## config.mk

```make
export PLATFORM = sky130hd
export DESIGN_NAME = chip_control_unit
export DESIGN_NICKNAME = d
export VERILOG_FILES = /design/src/rtl/chip_control_unit_pkg.sv /design/src/rtl/chip_control_unit.sv
export SDC_FILE = /design/constraint.sdc
export NUM_CORES = 1
export LEC_CHECK = 0
export BUFFER_PORTS_ARGS = -buffer_cell sky130_fd_sc_hd__buf_2
export CAP_MARGIN = 40
export CORE_ASPECT_RATIO = 0.5
export CORE_MARGIN = 2
export CORE_UTILIZATION = 47
export DETAILED_ROUTE_END_ITERATION = 12
export PLACE_DENSITY_LB_ADDON = 0.12
export REMOVE_ABC_BUFFERS = 1
export SLEW_MARGIN = 10
export SYNTH_ARGS = -nofsm -noshare
export SYNTH_HDL_FRONTEND = slang
export SYNTH_SLANG_ARGS = --single-unit
```

## constraint.sdc

```tcl
create_clock -name core_clk -period 4.15 [get_ports core_clk]
set_input_delay 0.2075 -clock core_clk [delete_from_list [all_inputs] [get_ports core_clk]]
set_output_delay 0.2075 -clock core_clk [all_outputs]
set_load 0.01 [all_outputs]
```

## src/rtl/chip_control_unit_pkg.sv

```systemverilog
// Shared constants of the chip control unit: register map, fields,
// reset values, power modes and the slow tick timing.
// Assumes a 50 MHz core clock and a 32-bit AHB-Lite register port.
package chip_control_unit_pkg;

	// Register byte offsets, decoded on the low address byte
	localparam int         ADDR_W                  = 8;
	localparam logic [7:0] OFF_CHIP_IDENTITY       = 8'h00;
	localparam logic [7:0] OFF_PIN_PORT            = 8'h20;
	localparam logic [7:0] OFF_TWO_WIRE_MASTER     = 8'h2C;
	localparam logic [7:0] OFF_TWO_WIRE_SLAVE      = 8'h30;
	localparam logic [7:0] OFF_SERIAL_PORT         = 8'h34;
	localparam logic [7:0] OFF_TIMER               = 8'h38;
	localparam logic [7:0] OFF_FRONT_END           = 8'h3C;
	localparam logic [7:0] OFF_LOW_POWER_CFG       = 8'h60;
	localparam logic [7:0] OFF_LOW_POWER_CTRL      = 8'h64;
	localparam logic [7:0] OFF_MODE_STATUS         = 8'h70;

	// Peripheral slots, in the order of the control registers
	localparam int NUM_PERIPH      = 6;
	localparam int PERIPH_PIN_PORT = 0;
	localparam int PERIPH_FRONT_END = 5;

	// Per-peripheral control fields
	localparam int         BIT_RUN           = 0;
	localparam int         BIT_CLOCK_ON      = 1;
	localparam logic [1:0] PERIPH_CTRL_RESET = 2'h0;

	// Identity register fields
	localparam int IDENTITY_CODE_LSB = 16;
	localparam int REVISION_MSB      = 3;

	// Low-power configuration fields
	localparam int          SLEEP_COUNT_W    = 16;
	localparam int          PIN7_WAKE_BIT    = 16;
	localparam int          PIN8_WAKE_BIT    = 17;
	localparam logic [15:0] SLEEP_COUNT_RESET = 16'h0000;
	localparam logic        WAKE_EN_RESET    = 1'b0;

	// Low-power control request bits (write only)
	localparam int ENTER_DEEP_SLEEP_BIT = 0;
	localparam int ENTER_POWER_DOWN_BIT = 1;

	// Bus constants
	localparam logic [1:0] HTRANS_NONSEQ = 2'h2;
	localparam logic       HRESP_OKAY    = 1'b0;

	// Slow deep-sleep tick derived from the core clock
	localparam int CORE_CLK_HZ      = 50_000_000;
	localparam int SLOW_CLK_HZ      = 512;
	localparam int SLOW_TICK_CYCLES = CORE_CLK_HZ / SLOW_CLK_HZ;

	// Operating modes
	typedef enum logic [1:0] {
		MODE_ACTIVE,
		MODE_SLEEP,
		MODE_DEEP_SLEEP,
		MODE_POWER_DOWN
	} power_mode_e;

endpackage

```

## src/rtl/chip_control_unit.sv

```systemverilog
// Chip control unit: operating mode sequencer, wake-up logic, deep
// sleep countdown, per-peripheral run/clock gates and identity read.
// Assumes one AHB-Lite master, a processor on the same clock giving a
// wait-for-interrupt pulse and an interrupt level, and asynchronous
// wake pins.
//
// Summary of operation
// - Leave reset by itself in active mode
// - Only software moves active into low power
// - Wait-for-interrupt sleeps; any interrupt wakes
// - Deep sleep: fast clock off, processor reset
// - Power down: all off, registers reset except the pin wake enables, pins wake
// - High wake pin wakes when its enable set
// - Low wake pin wakes deep sleep if enabled
// - Low wake pin always wakes power down
// - Sequencer runs only in active or sleep
// - Each peripheral has run and clock bits
// - Peripheral reachable only when run and clocked
// - Bit0 run, bit1 clock, both reset zero
// - Front end needs run and clock set
// - Read-only identity code and revision
// - Writing one requests power down
// - Writing one requests deep sleep
// - Countdown from start value wakes if nonzero
// - Wake enables at bits 16 and 17
//
// Register access over AHB-Lite was decided locally.
`timescale 1ns/100ps

module chip_control_unit #(
	parameter int          SLOW_TICK_CYCLES =
		chip_control_unit_pkg::SLOW_TICK_CYCLES,
	parameter logic [15:0] IDENTITY_CODE    = 16'h5A3C, // Arbitrary value
	parameter logic [3:0]  REVISION         = 4'h1      // Arbitrary value
) (
	input  wire logic        core_clk,
	input  wire logic        reset_n,
	input  wire logic        hsel,
	input  wire logic [31:0] haddr,
	input  wire logic [1:0]  htrans,
	input  wire logic        hwrite,
	input  wire logic [2:0]  hsize,
	input  wire logic        hready,
	input  wire logic [31:0] hwdata,
	output logic      [31:0] hrdata,
	output logic             hreadyout,
	output logic             hresp,
	input  wire logic        wfi_executed,
	input  wire logic        irq_pending,
	input  wire logic        wake_pin_high_active,
	input  wire logic        wake_pin_low_active,
	output logic             internal_regulator_on,
	output logic             slow_osc_on,
	output logic             fast_osc_on,
	output logic             cpu_reset_n,
	output logic             cpu_idle,
	output logic             sequencer_enable,
	output logic      [5:0]  periph_run,
	output logic      [5:0]  periph_clock_on,
	output logic      [5:0]  periph_access_ok
);

	localparam int NP  = chip_control_unit_pkg::NUM_PERIPH;
	localparam int CW  = chip_control_unit_pkg::SLEEP_COUNT_W;
	localparam int DIV_W = $clog2(SLOW_TICK_CYCLES + 1);
	localparam logic [DIV_W-1:0] TICK_LAST =
		DIV_W'(SLOW_TICK_CYCLES - 1);

	// Peripheral offsets in slot order
	localparam logic [7:0] PERIPH_OFF [NP] = '{
		chip_control_unit_pkg::OFF_PIN_PORT,
		chip_control_unit_pkg::OFF_TWO_WIRE_MASTER,
		chip_control_unit_pkg::OFF_TWO_WIRE_SLAVE,
		chip_control_unit_pkg::OFF_SERIAL_PORT,
		chip_control_unit_pkg::OFF_TIMER,
		chip_control_unit_pkg::OFF_FRONT_END
	};

	// Reset release and pin synchronisers
	logic       rst_meta_q;     // First reset stage
	logic       rst_n;          // Released reset used everywhere
	logic [1:0] pin7_sync_q;    // High-active wake pin, two stages
	logic [1:0] pin8_sync_q;    // Low-active wake pin, two stages

	// Bus data-phase state
	logic            wr_pend_q, wr_pend_d;   // Write data phase pending
	logic [7:0]      wr_addr_q, wr_addr_d;   // Latched write offset
	logic [31:0]     rdata_q, rdata_d;       // Registered read data

	// Software-visible control
	logic [1:0]      periph_q [NP];          // Run/clock pairs
	logic [1:0]      periph_d [NP];
	logic [CW-1:0]   sleep_count_q, sleep_count_d; // Countdown start
	logic            pin7_en_q, pin7_en_d;   // High pin wake enable
	logic            pin8_en_q, pin8_en_d;   // Low pin wake enable

	// Mode sequencer and countdown
	chip_control_unit_pkg::power_mode_e mode_q, mode_d;
	logic [CW-1:0]   cnt_q, cnt_d;           // Deep sleep countdown
	logic            armed_q, armed_d;       // Nonzero start loaded
	logic [DIV_W-1:0] div_q, div_d;          // Slow tick divider
	logic [5:0]      mode_out_q, mode_out_d; // Registered mode outputs

	// Decoded write strobes, slow tick and wake pin levels
	logic            wr_hit;                 // Write lands this cycle
	logic            enter_deep;             // Deep sleep request
	logic            enter_down;             // Power down request
	logic            slow_tick;              // One 512 Hz tick
	logic            pin7_wake;              // Qualified high pin wake
	logic            pin8_low;               // Low pin asserted

	// Reset release: asynchronous assert, two-stage release
	always_ff @(posedge core_clk or negedge reset_n) begin
		if (!reset_n) begin
			rst_meta_q <= 1'b0;
			rst_n      <= 1'b0;
		end else begin
			rst_meta_q <= 1'b1;
			rst_n      <= rst_meta_q;
		end
	end

	// Wake pins come from outside and pass two synchroniser stages here
	always_ff @(posedge core_clk or negedge rst_n) begin
		if (!rst_n) begin
			pin7_sync_q <= 2'h0;
			pin8_sync_q <= 2'h3;
		end else begin
			pin7_sync_q <= {pin7_sync_q[0], wake_pin_high_active};
			pin8_sync_q <= {pin8_sync_q[0], wake_pin_low_active};
		end
	end

	// Write strobes are decoded from the data phase only
	assign wr_hit     = wr_pend_q;
	assign enter_down = wr_hit && (mode_q == chip_control_unit_pkg::MODE_ACTIVE)
		&& (wr_addr_q == chip_control_unit_pkg::OFF_LOW_POWER_CTRL)
		&& hwdata[chip_control_unit_pkg::ENTER_POWER_DOWN_BIT];
	assign enter_deep = wr_hit && (mode_q == chip_control_unit_pkg::MODE_ACTIVE)
		&& (wr_addr_q == chip_control_unit_pkg::OFF_LOW_POWER_CTRL)
		&& hwdata[chip_control_unit_pkg::ENTER_DEEP_SLEEP_BIT];
	assign pin7_wake  = pin7_sync_q[1] && pin7_en_q;
	assign pin8_low   = !pin8_sync_q[1];
	assign slow_tick  = (div_q == TICK_LAST);

	// Mode, countdown and divider next state
	always_comb begin
		mode_d  = mode_q;
		cnt_d   = cnt_q;
		armed_d = armed_q;
		div_d   = '0;
		unique case (mode_q)
			chip_control_unit_pkg::MODE_ACTIVE: begin
				// Low power only on software request
				if (enter_down) begin
					mode_d = chip_control_unit_pkg::MODE_POWER_DOWN;
				end else if (enter_deep) begin
					mode_d  = chip_control_unit_pkg::MODE_DEEP_SLEEP;
					cnt_d   = sleep_count_q;
					armed_d = (sleep_count_q != '0);
				end else if (wfi_executed) begin
					mode_d = chip_control_unit_pkg::MODE_SLEEP;
				end
			end
			chip_control_unit_pkg::MODE_SLEEP: begin
				// Any pending interrupt resumes the processor
				if (irq_pending) begin
					mode_d = chip_control_unit_pkg::MODE_ACTIVE;
				end
			end
			chip_control_unit_pkg::MODE_DEEP_SLEEP: begin
				// Divider only runs here, where the countdown needs it
				div_d = slow_tick ? '0 : div_q + 1'b1;
				if (slow_tick && (cnt_q != '0)) begin
					cnt_d = cnt_q - 1'b1;
				end
				if ((armed_q && (cnt_q == '0)) || pin7_wake
					|| (pin8_low && pin8_en_q)) begin
					mode_d  = chip_control_unit_pkg::MODE_ACTIVE;
					armed_d = 1'b0;
				end
			end
			chip_control_unit_pkg::MODE_POWER_DOWN: begin
				// Low pin wakes regardless of its enable
				if (pin7_wake || pin8_low) begin
					mode_d = chip_control_unit_pkg::MODE_ACTIVE;
				end
			end
		endcase
		// Regulator, slow osc, fast osc, cpu run, idle, sequencer
		unique case (mode_d)
			chip_control_unit_pkg::MODE_ACTIVE:
				mode_out_d = 6'h3D;
			chip_control_unit_pkg::MODE_SLEEP:
				mode_out_d = 6'h3F;
			chip_control_unit_pkg::MODE_DEEP_SLEEP:
				mode_out_d = 6'h30;
			chip_control_unit_pkg::MODE_POWER_DOWN:
				mode_out_d = 6'h00;
		endcase
	end

	// Mode registers; reset lands straight in active mode
	always_ff @(posedge core_clk or negedge rst_n) begin
		if (!rst_n) begin
			mode_q     <= chip_control_unit_pkg::MODE_ACTIVE;
			cnt_q      <= '0;
			armed_q    <= 1'b0;
			div_q      <= '0;
			mode_out_q <= 6'h3D;
		end else begin
			mode_q     <= mode_d;
			cnt_q      <= cnt_d;
			armed_q    <= armed_d;
			div_q      <= div_d;
			mode_out_q <= mode_out_d;
		end
	end

	assign internal_regulator_on = mode_out_q[5];
	assign slow_osc_on           = mode_out_q[4];
	assign fast_osc_on           = mode_out_q[3];
	assign cpu_reset_n           = mode_out_q[2];  // Low holds processor
	assign cpu_idle              = mode_out_q[1];
	assign sequencer_enable      = mode_out_q[0];

	// Register file, bus phases and read data next state
	always_comb begin
		logic [31:0] rd;
		rd             = 32'h0000_0000;
		wr_pend_d      = 1'b0;
		wr_addr_d      = wr_addr_q;
		periph_d       = periph_q;
		sleep_count_d  = sleep_count_q;
		pin7_en_d      = pin7_en_q;
		pin8_en_d      = pin8_en_q;
		// Data phase of a write: the peripheral pairs and config
		if (wr_hit) begin
			for (int i = 0; i < NP; i++) begin
				if (wr_addr_q == PERIPH_OFF[i]) begin
					periph_d[i] = hwdata[1:0];
				end
			end
			if (wr_addr_q == chip_control_unit_pkg::OFF_LOW_POWER_CFG) begin
				sleep_count_d = hwdata[CW-1:0];
				pin7_en_d = hwdata[chip_control_unit_pkg::PIN7_WAKE_BIT];
				pin8_en_d = hwdata[chip_control_unit_pkg::PIN8_WAKE_BIT];
			end
		end
		// Power down clears everything but the pin wake enables,
		// which must survive or the high pin could never wake it
		if (mode_d == chip_control_unit_pkg::MODE_POWER_DOWN) begin
			for (int i = 0; i < NP; i++) begin
				periph_d[i] = chip_control_unit_pkg::PERIPH_CTRL_RESET;
			end
			sleep_count_d = chip_control_unit_pkg::SLEEP_COUNT_RESET;
		end
		// Address phase: latch writes, build read data from the
		// next values so a read right after a write sees it
		if (hsel && hready && htrans[1]) begin
			if (hwrite) begin
				wr_pend_d = 1'b1;
				wr_addr_d = haddr[7:0];
			end else begin
				for (int i = 0; i < NP; i++) begin
					if (haddr[7:0] == PERIPH_OFF[i]) begin
						rd[1:0] = periph_d[i];
					end
				end
				unique case (haddr[7:0])
					chip_control_unit_pkg::OFF_CHIP_IDENTITY: begin
						rd[31:chip_control_unit_pkg::IDENTITY_CODE_LSB] =
							IDENTITY_CODE;
						rd[chip_control_unit_pkg::REVISION_MSB:0] =
							REVISION;
					end
					chip_control_unit_pkg::OFF_LOW_POWER_CFG: begin
						rd[CW-1:0] = sleep_count_d;
						rd[chip_control_unit_pkg::PIN7_WAKE_BIT] = pin7_en_d;
						rd[chip_control_unit_pkg::PIN8_WAKE_BIT] = pin8_en_d;
					end
					chip_control_unit_pkg::OFF_MODE_STATUS: begin
						rd[1:0] = mode_d;
					end
					default: begin
						// Unmapped and write-only offsets read zero
					end
				endcase
			end
		end
		rdata_d = rd;
	end

	// Register file flops; all controls clear on reset
	always_ff @(posedge core_clk or negedge rst_n) begin
		if (!rst_n) begin
			wr_pend_q     <= 1'b0;
			wr_addr_q     <= 8'h00;
			rdata_q       <= 32'h0000_0000;
			for (int i = 0; i < NP; i++) begin
				periph_q[i] <= chip_control_unit_pkg::PERIPH_CTRL_RESET;
			end
			sleep_count_q <= chip_control_unit_pkg::SLEEP_COUNT_RESET;
			pin7_en_q     <= chip_control_unit_pkg::WAKE_EN_RESET;
			pin8_en_q     <= chip_control_unit_pkg::WAKE_EN_RESET;
		end else begin
			wr_pend_q     <= wr_pend_d;
			wr_addr_q     <= wr_addr_d;
			rdata_q       <= rdata_d;
			periph_q      <= periph_d;
			sleep_count_q <= sleep_count_d;
			pin7_en_q     <= pin7_en_d;
			pin8_en_q     <= pin8_en_d;
		end
	end

	// Per-slot gates; access needs both run and clock
	for (genvar g = 0; g < NP; g++) begin : gen_periph
		assign periph_run[g]       =
			periph_q[g][chip_control_unit_pkg::BIT_RUN];
		assign periph_clock_on[g]  =
			periph_q[g][chip_control_unit_pkg::BIT_CLOCK_ON];
		assign periph_access_ok[g] = periph_run[g] && periph_clock_on[g];
	end

	// Zero-wait slave, always OKAY; hsize is accepted as a word
	assign hrdata    = rdata_q;
	assign hreadyout = 1'b1;
	assign hresp     = chip_control_unit_pkg::HRESP_OKAY;

endmodule

```

# == Yosys cells after proc, flatten, opt, wreduce, memory -nomap -nowiden ==
# Cells that the tools add are included.
# totals
register_bits,119
latch_bits,0
ram_bits,0
romBits,0
inputBits,78
wordCells,128
n_memories,0
# op_classes
n_addsub,2
multipliers,0
div_mod_pow,0
magnitude_cmp,0
eq_ne,27
shifts,0
muxes,48
n_bitwise,0
reduce_logical,30
# ops
operator,n
equality test 8 x 6 -> 1 bit (second input constant),12
2-to-1 mux 16 bit,6
2-to-1 mux 31 bit,2
2-to-1 mux 2 bit,20
2-to-1 mux 12 bit,3
2-to-1 mux 17 bit,2
equality test 8 x 7 -> 1 bit (second input constant),4
case mux 16 bit (2 select lines),1
nonzero test 16 bit,2
case mux 6 bit (4 select lines),1
adder 17 x 1 -> 17 bit (second input constant),1
equality test 17 bit (second input constant),1
logical AND 1 bit,16
logical NOT 16 bit,1
subtractor 16 x 1 -> 16 bit (second input constant),1
2-to-1 mux 13 bit,1
2-to-1 mux 1 bit,9
equality test 2 bit (second input constant),4
logical NOT 8 bit,1
inequality test 2 bit (second input constant),4
case mux 2 bit (4 select lines),1
AND reduction 4 bit,2
case mux 2 bit (3 select lines),1
equality test 2 x 1 -> 1 bit (second input constant),2
6 further kinds,9

# == Depth between registers and ports, before layout ==
# depth
word_depth,18
depth_mapped,10
depth_no_buf,9

# == Worst setup path before layout ==
# No wires, ideal clock.
# synth_timing
kind,register to register
from,register wr_addr_q[7]
to,"register rdata_q[1], in the netlist hrdata[1]"
setup_time_ns,0.065
arrival_ns,2.385
t_required_ns,4.085
path_slack_ns,1.700
path_stages_with_launch,8
cell_sequence,dfrtp_1 -> or4_1 -> buf_2 -> or4_4 -> mux2i_1 -> o311a_1 -> a211oi_1 -> o211a_1
# synth_via
elab_chain_len,17
word_cells_on_any_way,35
# synth_lines
element,line_no,text
"start, declared",chip_control_unit.sv:87,"logic [7:0] wr_addr_q, wr_addr_d;"
"start signal, assigned",chip_control_unit.sv:308,wr_addr_q <= wr_addr_d;
equality test 8 x 7 -> 1 bit,"chip_control_unit.sv:137, chip_control_unit.sv:140",
logical AND 1 bit,"chip_control_unit.sv:137, chip_control_unit.sv:140",
logical AND 1 bit,chip_control_unit.sv:141,&& hwdata[chip_control_unit_pkg::ENTER_DEEP_SLEEP_BIT];
2-to-1 mux 2 bit,chip_control_unit.sv:157,end else if (enter_deep) begin
2-to-1 mux 2 bit,chip_control_unit.sv:155,if (enter_down) begin
case mux 2 bit (4 select lines),chip_control_unit.sv:152,unique case (mode_q)
equality test 2 bit,chip_control_unit.sv:252,if (mode_d == chip_control_unit_pkg::MODE_POWER_DOWN) begin
2-to-1 mux 12 bit,chip_control_unit.sv:252,
2-to-1 mux 2 bit (6 in a row),chip_control_unit.sv:266,if (haddr[7:0] == PERIPH_OFF[i]) begin
case mux 2 bit (3 select lines) *,chip_control_unit.sv:270,unique case (haddr[7:0])
2-to-1 mux 31 bit *,chip_control_unit.sv:261,if (hwrite) begin
2-to-1 mux 31 bit *,chip_control_unit.sv:260,if (hsel && hready && htrans[1]) begin
named net rdata_d[1],chip_control_unit.sv:88,"logic [31:0] rdata_q, rdata_d;"
"end signal, assigned",chip_control_unit.sv:309,rdata_q <= rdata_d;
"end, declared",chip_control_unit.sv:88,
# Mark *: on every way through the listed nets, which the timed path passes. The rest lies on a longest branch.
# A chain may end at the register's enable or synchronous reset.

# == Worst setup path in the final report ==
# layout_timing
from,register wr_addr_q[7]
to,"register rdata_q[0], in the netlist hrdata[0]"
# layout_via
elab_chain_len,17
word_cells_on_any_way,35
# layout_lines
element,line_no,text
equality test 8 x 7 -> 1 bit *,"chip_control_unit.sv:137, chip_control_unit.sv:140",
logical AND 1 bit *,"chip_control_unit.sv:137, chip_control_unit.sv:140",
logical AND 1 bit,chip_control_unit.sv:141,
2-to-1 mux 2 bit,chip_control_unit.sv:157,
2-to-1 mux 2 bit *,chip_control_unit.sv:155,
case mux 2 bit (4 select lines) *,chip_control_unit.sv:152,
named net mode_d[0],chip_control_unit.sv:98,"chip_control_unit_pkg::power_mode_e mode_q, mode_d;"
equality test 2 bit,chip_control_unit.sv:252,
2-to-1 mux 12 bit,chip_control_unit.sv:252,
2-to-1 mux 2 bit (6 in a row),chip_control_unit.sv:266,
case mux 2 bit (3 select lines) *,chip_control_unit.sv:270,
2-to-1 mux 31 bit *,chip_control_unit.sv:261,
2-to-1 mux 31 bit *,chip_control_unit.sv:260,
named net rdata_d[0],chip_control_unit.sv:88,
# Marked as above.

==> results.yml <==
setup_path:
  path_cells: "or4b_4 -> or4_1 -> o211ai_2 -> and3_4 -> inv_1 -> a21oi_1 -> a211oi_2"
  cp-end-kind: "register"
  r2r_setup_slack_ps: 1370
  cp.required_ps: 4370
  arrival_ps: 3000
  critPathMaxFanout: 47
  path_class: "reg2reg"
  crit_path_max_incr_delay_ps: 580
  startpoint_type: "register"
  cp_slowest_cell: "or4b_4"
cts:
  clock-sinks: 103
  cts-buffers-inserted: 9
  clockBufferDepth: 2
  clock_latency_ps: 340
  clk_pin_slew_worst_paths_ps: 70
  post_cts_buffers: 0
  cts_max_level: 3
  tritoncts: "yes"
  cts-root-buf: "clkbuf_16"
routing:
  drt-wirelength-per-cell_um: 15.55
  drtPass1Iterations: 4
  ant_nets: 0
  drt-initial-drc-count: 240
  via_per_inst: 5.440
  route.detailed.drc: 0
  vias: 3993
  routed_wl_um: 11410
placed_design:
  dp_hpwl_um: 7902
  dpl_cell_area_um2: 5562
  port-buffer-count: 85
  gp_congestion: 0.7861
finish:
  final_util_pct: 56.57
  area_growth_pct: 15.11
  antenna_cells: 0
  fin_area_um2: 5889
  drive_gt1_share_pct: 22.05
  finalNetCount: 670
floorplanning:
  placementRows: 26
  dieHeight_um: 77.78
  core_um2: 10410
  initial_core_util_pct: 49.15
  die-area_um2: 11790
  ios: 136
  die_w_um: 151.6
job:
  maxCapViolCount: 0
synth:
  ys_ff_latch: 103
  synth_area_um2: 5116
  ys.warnings.count: 0
  synth_edf_count: 0
  ys_seq_area_share_pct: 50.48
  async_reset_ff_share_pct: 100.0
  synth_ff_type: "dfrtp_1"
  syn_inst: 520
  syn_area_per_cell_um2: 9.839
  synth.distinct_cells: 65
grt:
  track_usage_pct: 20.71
  grtUsageMet3_pct: 4.824
  grtUsageMet1_pct: 29.01
  grt_pass1_vias: 3914
  grt_max_degree: 63
  grt_pass1_wl_um: 19200
  antenna_found_initial: 0
  use_met2_pct: 32.99
  grt.overflow.total: 0
  grt.busiest_layer: "met2"
sta:
  finalHoldViolCount: 0
  period_minus_slack_ps: 2778
  skew_ps: 6.104
  worst_slew_pin_slew_ps: 855.9
  min_period_over_period_pct: 66.94
  relSlewSlack_pct: 42.80
  rsz0062_at_grt: "no"
  drv_slew: 0
  max_freq_mhz: 360.0
  setup_viol: 0
  finalSetupTns_ps: 0
hold_path:
  hold_class: "in2reg"
power_and_ir_drop:
  clock_power_share_pct: 28.3
  p_seq_share_pct: 43.7
  p_int_w: 0.001922
  p_switching_w: 0.001042
  powerDensity_nw_per_um2: 503.4
  sw_frac_of_total_pct: 35.16
  pwr-share-comb_pct: 28.0
  power.leakage_nw: 2.854
  vdd_drop_max_mv: 0.1990
status:
  status: "finished, final reports clean"
==> cells in the mapped netlist (5+ instances only) <==
library cell	instances	area share [%]
a21oi_1	22	2.2
nor4_1	9	1.1
o21ai_1	5	0.49
clkbuf_1	14	1.0
buf_2	8	0.78
dfrtp_1	99	48
nor3_1	26	2.5
inv_1	11	0.81
o21ai_0	15	1.5
xor2_1	9	1.5
or3_1	5	0.61
mux2i_1	25	4.9
nor2_1	72	5.3
a31oi_1	6	0.73
nand3_1	11	1.1
nand2_1	49	3.6
o22a_1	8	1.4
and2_1	9	1.1
nand4_1	9	1.1
buf_4	18	2.6
or4_1	11	1.6
==> cells by family after synthesis <==
| family | Yosys count | share of synthesized area (%) |
|---|---|---|
| simple gates | 236 | 24.46 |
| flops | 103 | 50.48 |
| compound gates | 80 | 10.42 |
| buf+inv | 54 | 5.772 |
| mux | 29 | 5.772 |
| xor+xnor | 13 | 2.225 |
| fa+ha+maj | 3 | 0.7338 |
| other cells | 2 | 0.1468 |
==> power by group through the flow <==
stage | combinational [W] | sequential, W | clock, W
4_1_cts | 0.000835 | 0.00129 | 0.000870
3_5_place_dp | 0.000829 | 0.00131 | 0
5_1_grt | 0.000936 | 0.00132 | 0.000908
6_report | 0.000829 | 0.00130 | 0.000839
2_1_floorplan | 0.000566 | 0.00130 | 0
3_3_place_gp | 0.000782 | 0.00132 | 0
==> flip-flops by register name (all words and copies together) (netlist names), 3 cells and up <==
signal / cells
periph_run: 6
cnt_q: 16
periph_clock_on: 6
hrdata: 19
mode_out_q: 3
div_q: 17
sleep_count_q: 16
wr_addr_q: 8
==> metal layers <==
layer	share of wire [%]	wire (µm)	vias to the layer above
li1	-	-	1970
met2	47	5391	59
met1	49	5587	1956
met5	0	0	-
met3	3.2	361	8
met4	0.66	75	0
==> final cells by class <==
cell class / instances / area [µm²]
well taps: 140 / 175.2
repair buffers: 93 / 520.5
flip-flops and latches: 103 / 2586
multi-input cells: 370 / 2265
clock inverters: 7 / 72.57
fillers: 972 / 4521
clock buffers: 9 / 225.2
inverters: 12 / 45.04
==> per-stage QoR <==
| step | std cells | hold WS, ps | power, W | setup WS, ps |
|---|---|---|---|---|
| after floorplan | 485 | -88.09 | 0.001867 | 1075 |
| after detailed placement | 715 | -6.782 | 0.002141 | 1376 |
| after CTS | 734 | 91.64 | 0.003000 | 1357 |
| after global routing | 734 | 100.0 | 0.003165 | 1218 |
| final | 734 | 105.9 | 0.002964 | 1372 |
| after global placement | 713 | -5.282 | 0.002100 | 1221 |
==> timing repair <==
item / CTS / global route
hold buffers: 3 / 0
gates resized for setup: 0 / 0
hold endpoints to repair: 4 / 0
==> final timing paths <==
check                                  start           end  depth (start not counted)
worst max-delay path            wr_addr_q[7]     hrdata[0]                          7
min in group asynchronous              rst_n  wr_addr_q[7]                          0
worst min-delay path                haddr[1]  wr_addr_q[1]                          3
max in group asynchronous              rst_n     div_q[15]                          2
worst min register to register         rst_n  wr_addr_q[7]                          0
worst max register to register  wr_addr_q[7]     hrdata[0]                          7
==> cells in the final DEF (no fill, tap or decap), drive strengths merged, types with 11 or more instances in the layout <==
cell type,count
dfrtp,99
buf,90
nor2,72
nand2,49
nor3,27
mux2i,25
a21oi,22
o21ai,20
or4,13
inv,12
nand3,11
nor4,11
==> critical path: cells and delay by family, from the launching register on <==
family	cells	cell delay [ps]
AOI/OAI and AO/OA	3	400
buffers and inverters	1	170
DFF	1	390
and+or+nand+nor	3	1680
Power figures use the tool's default switching activity.
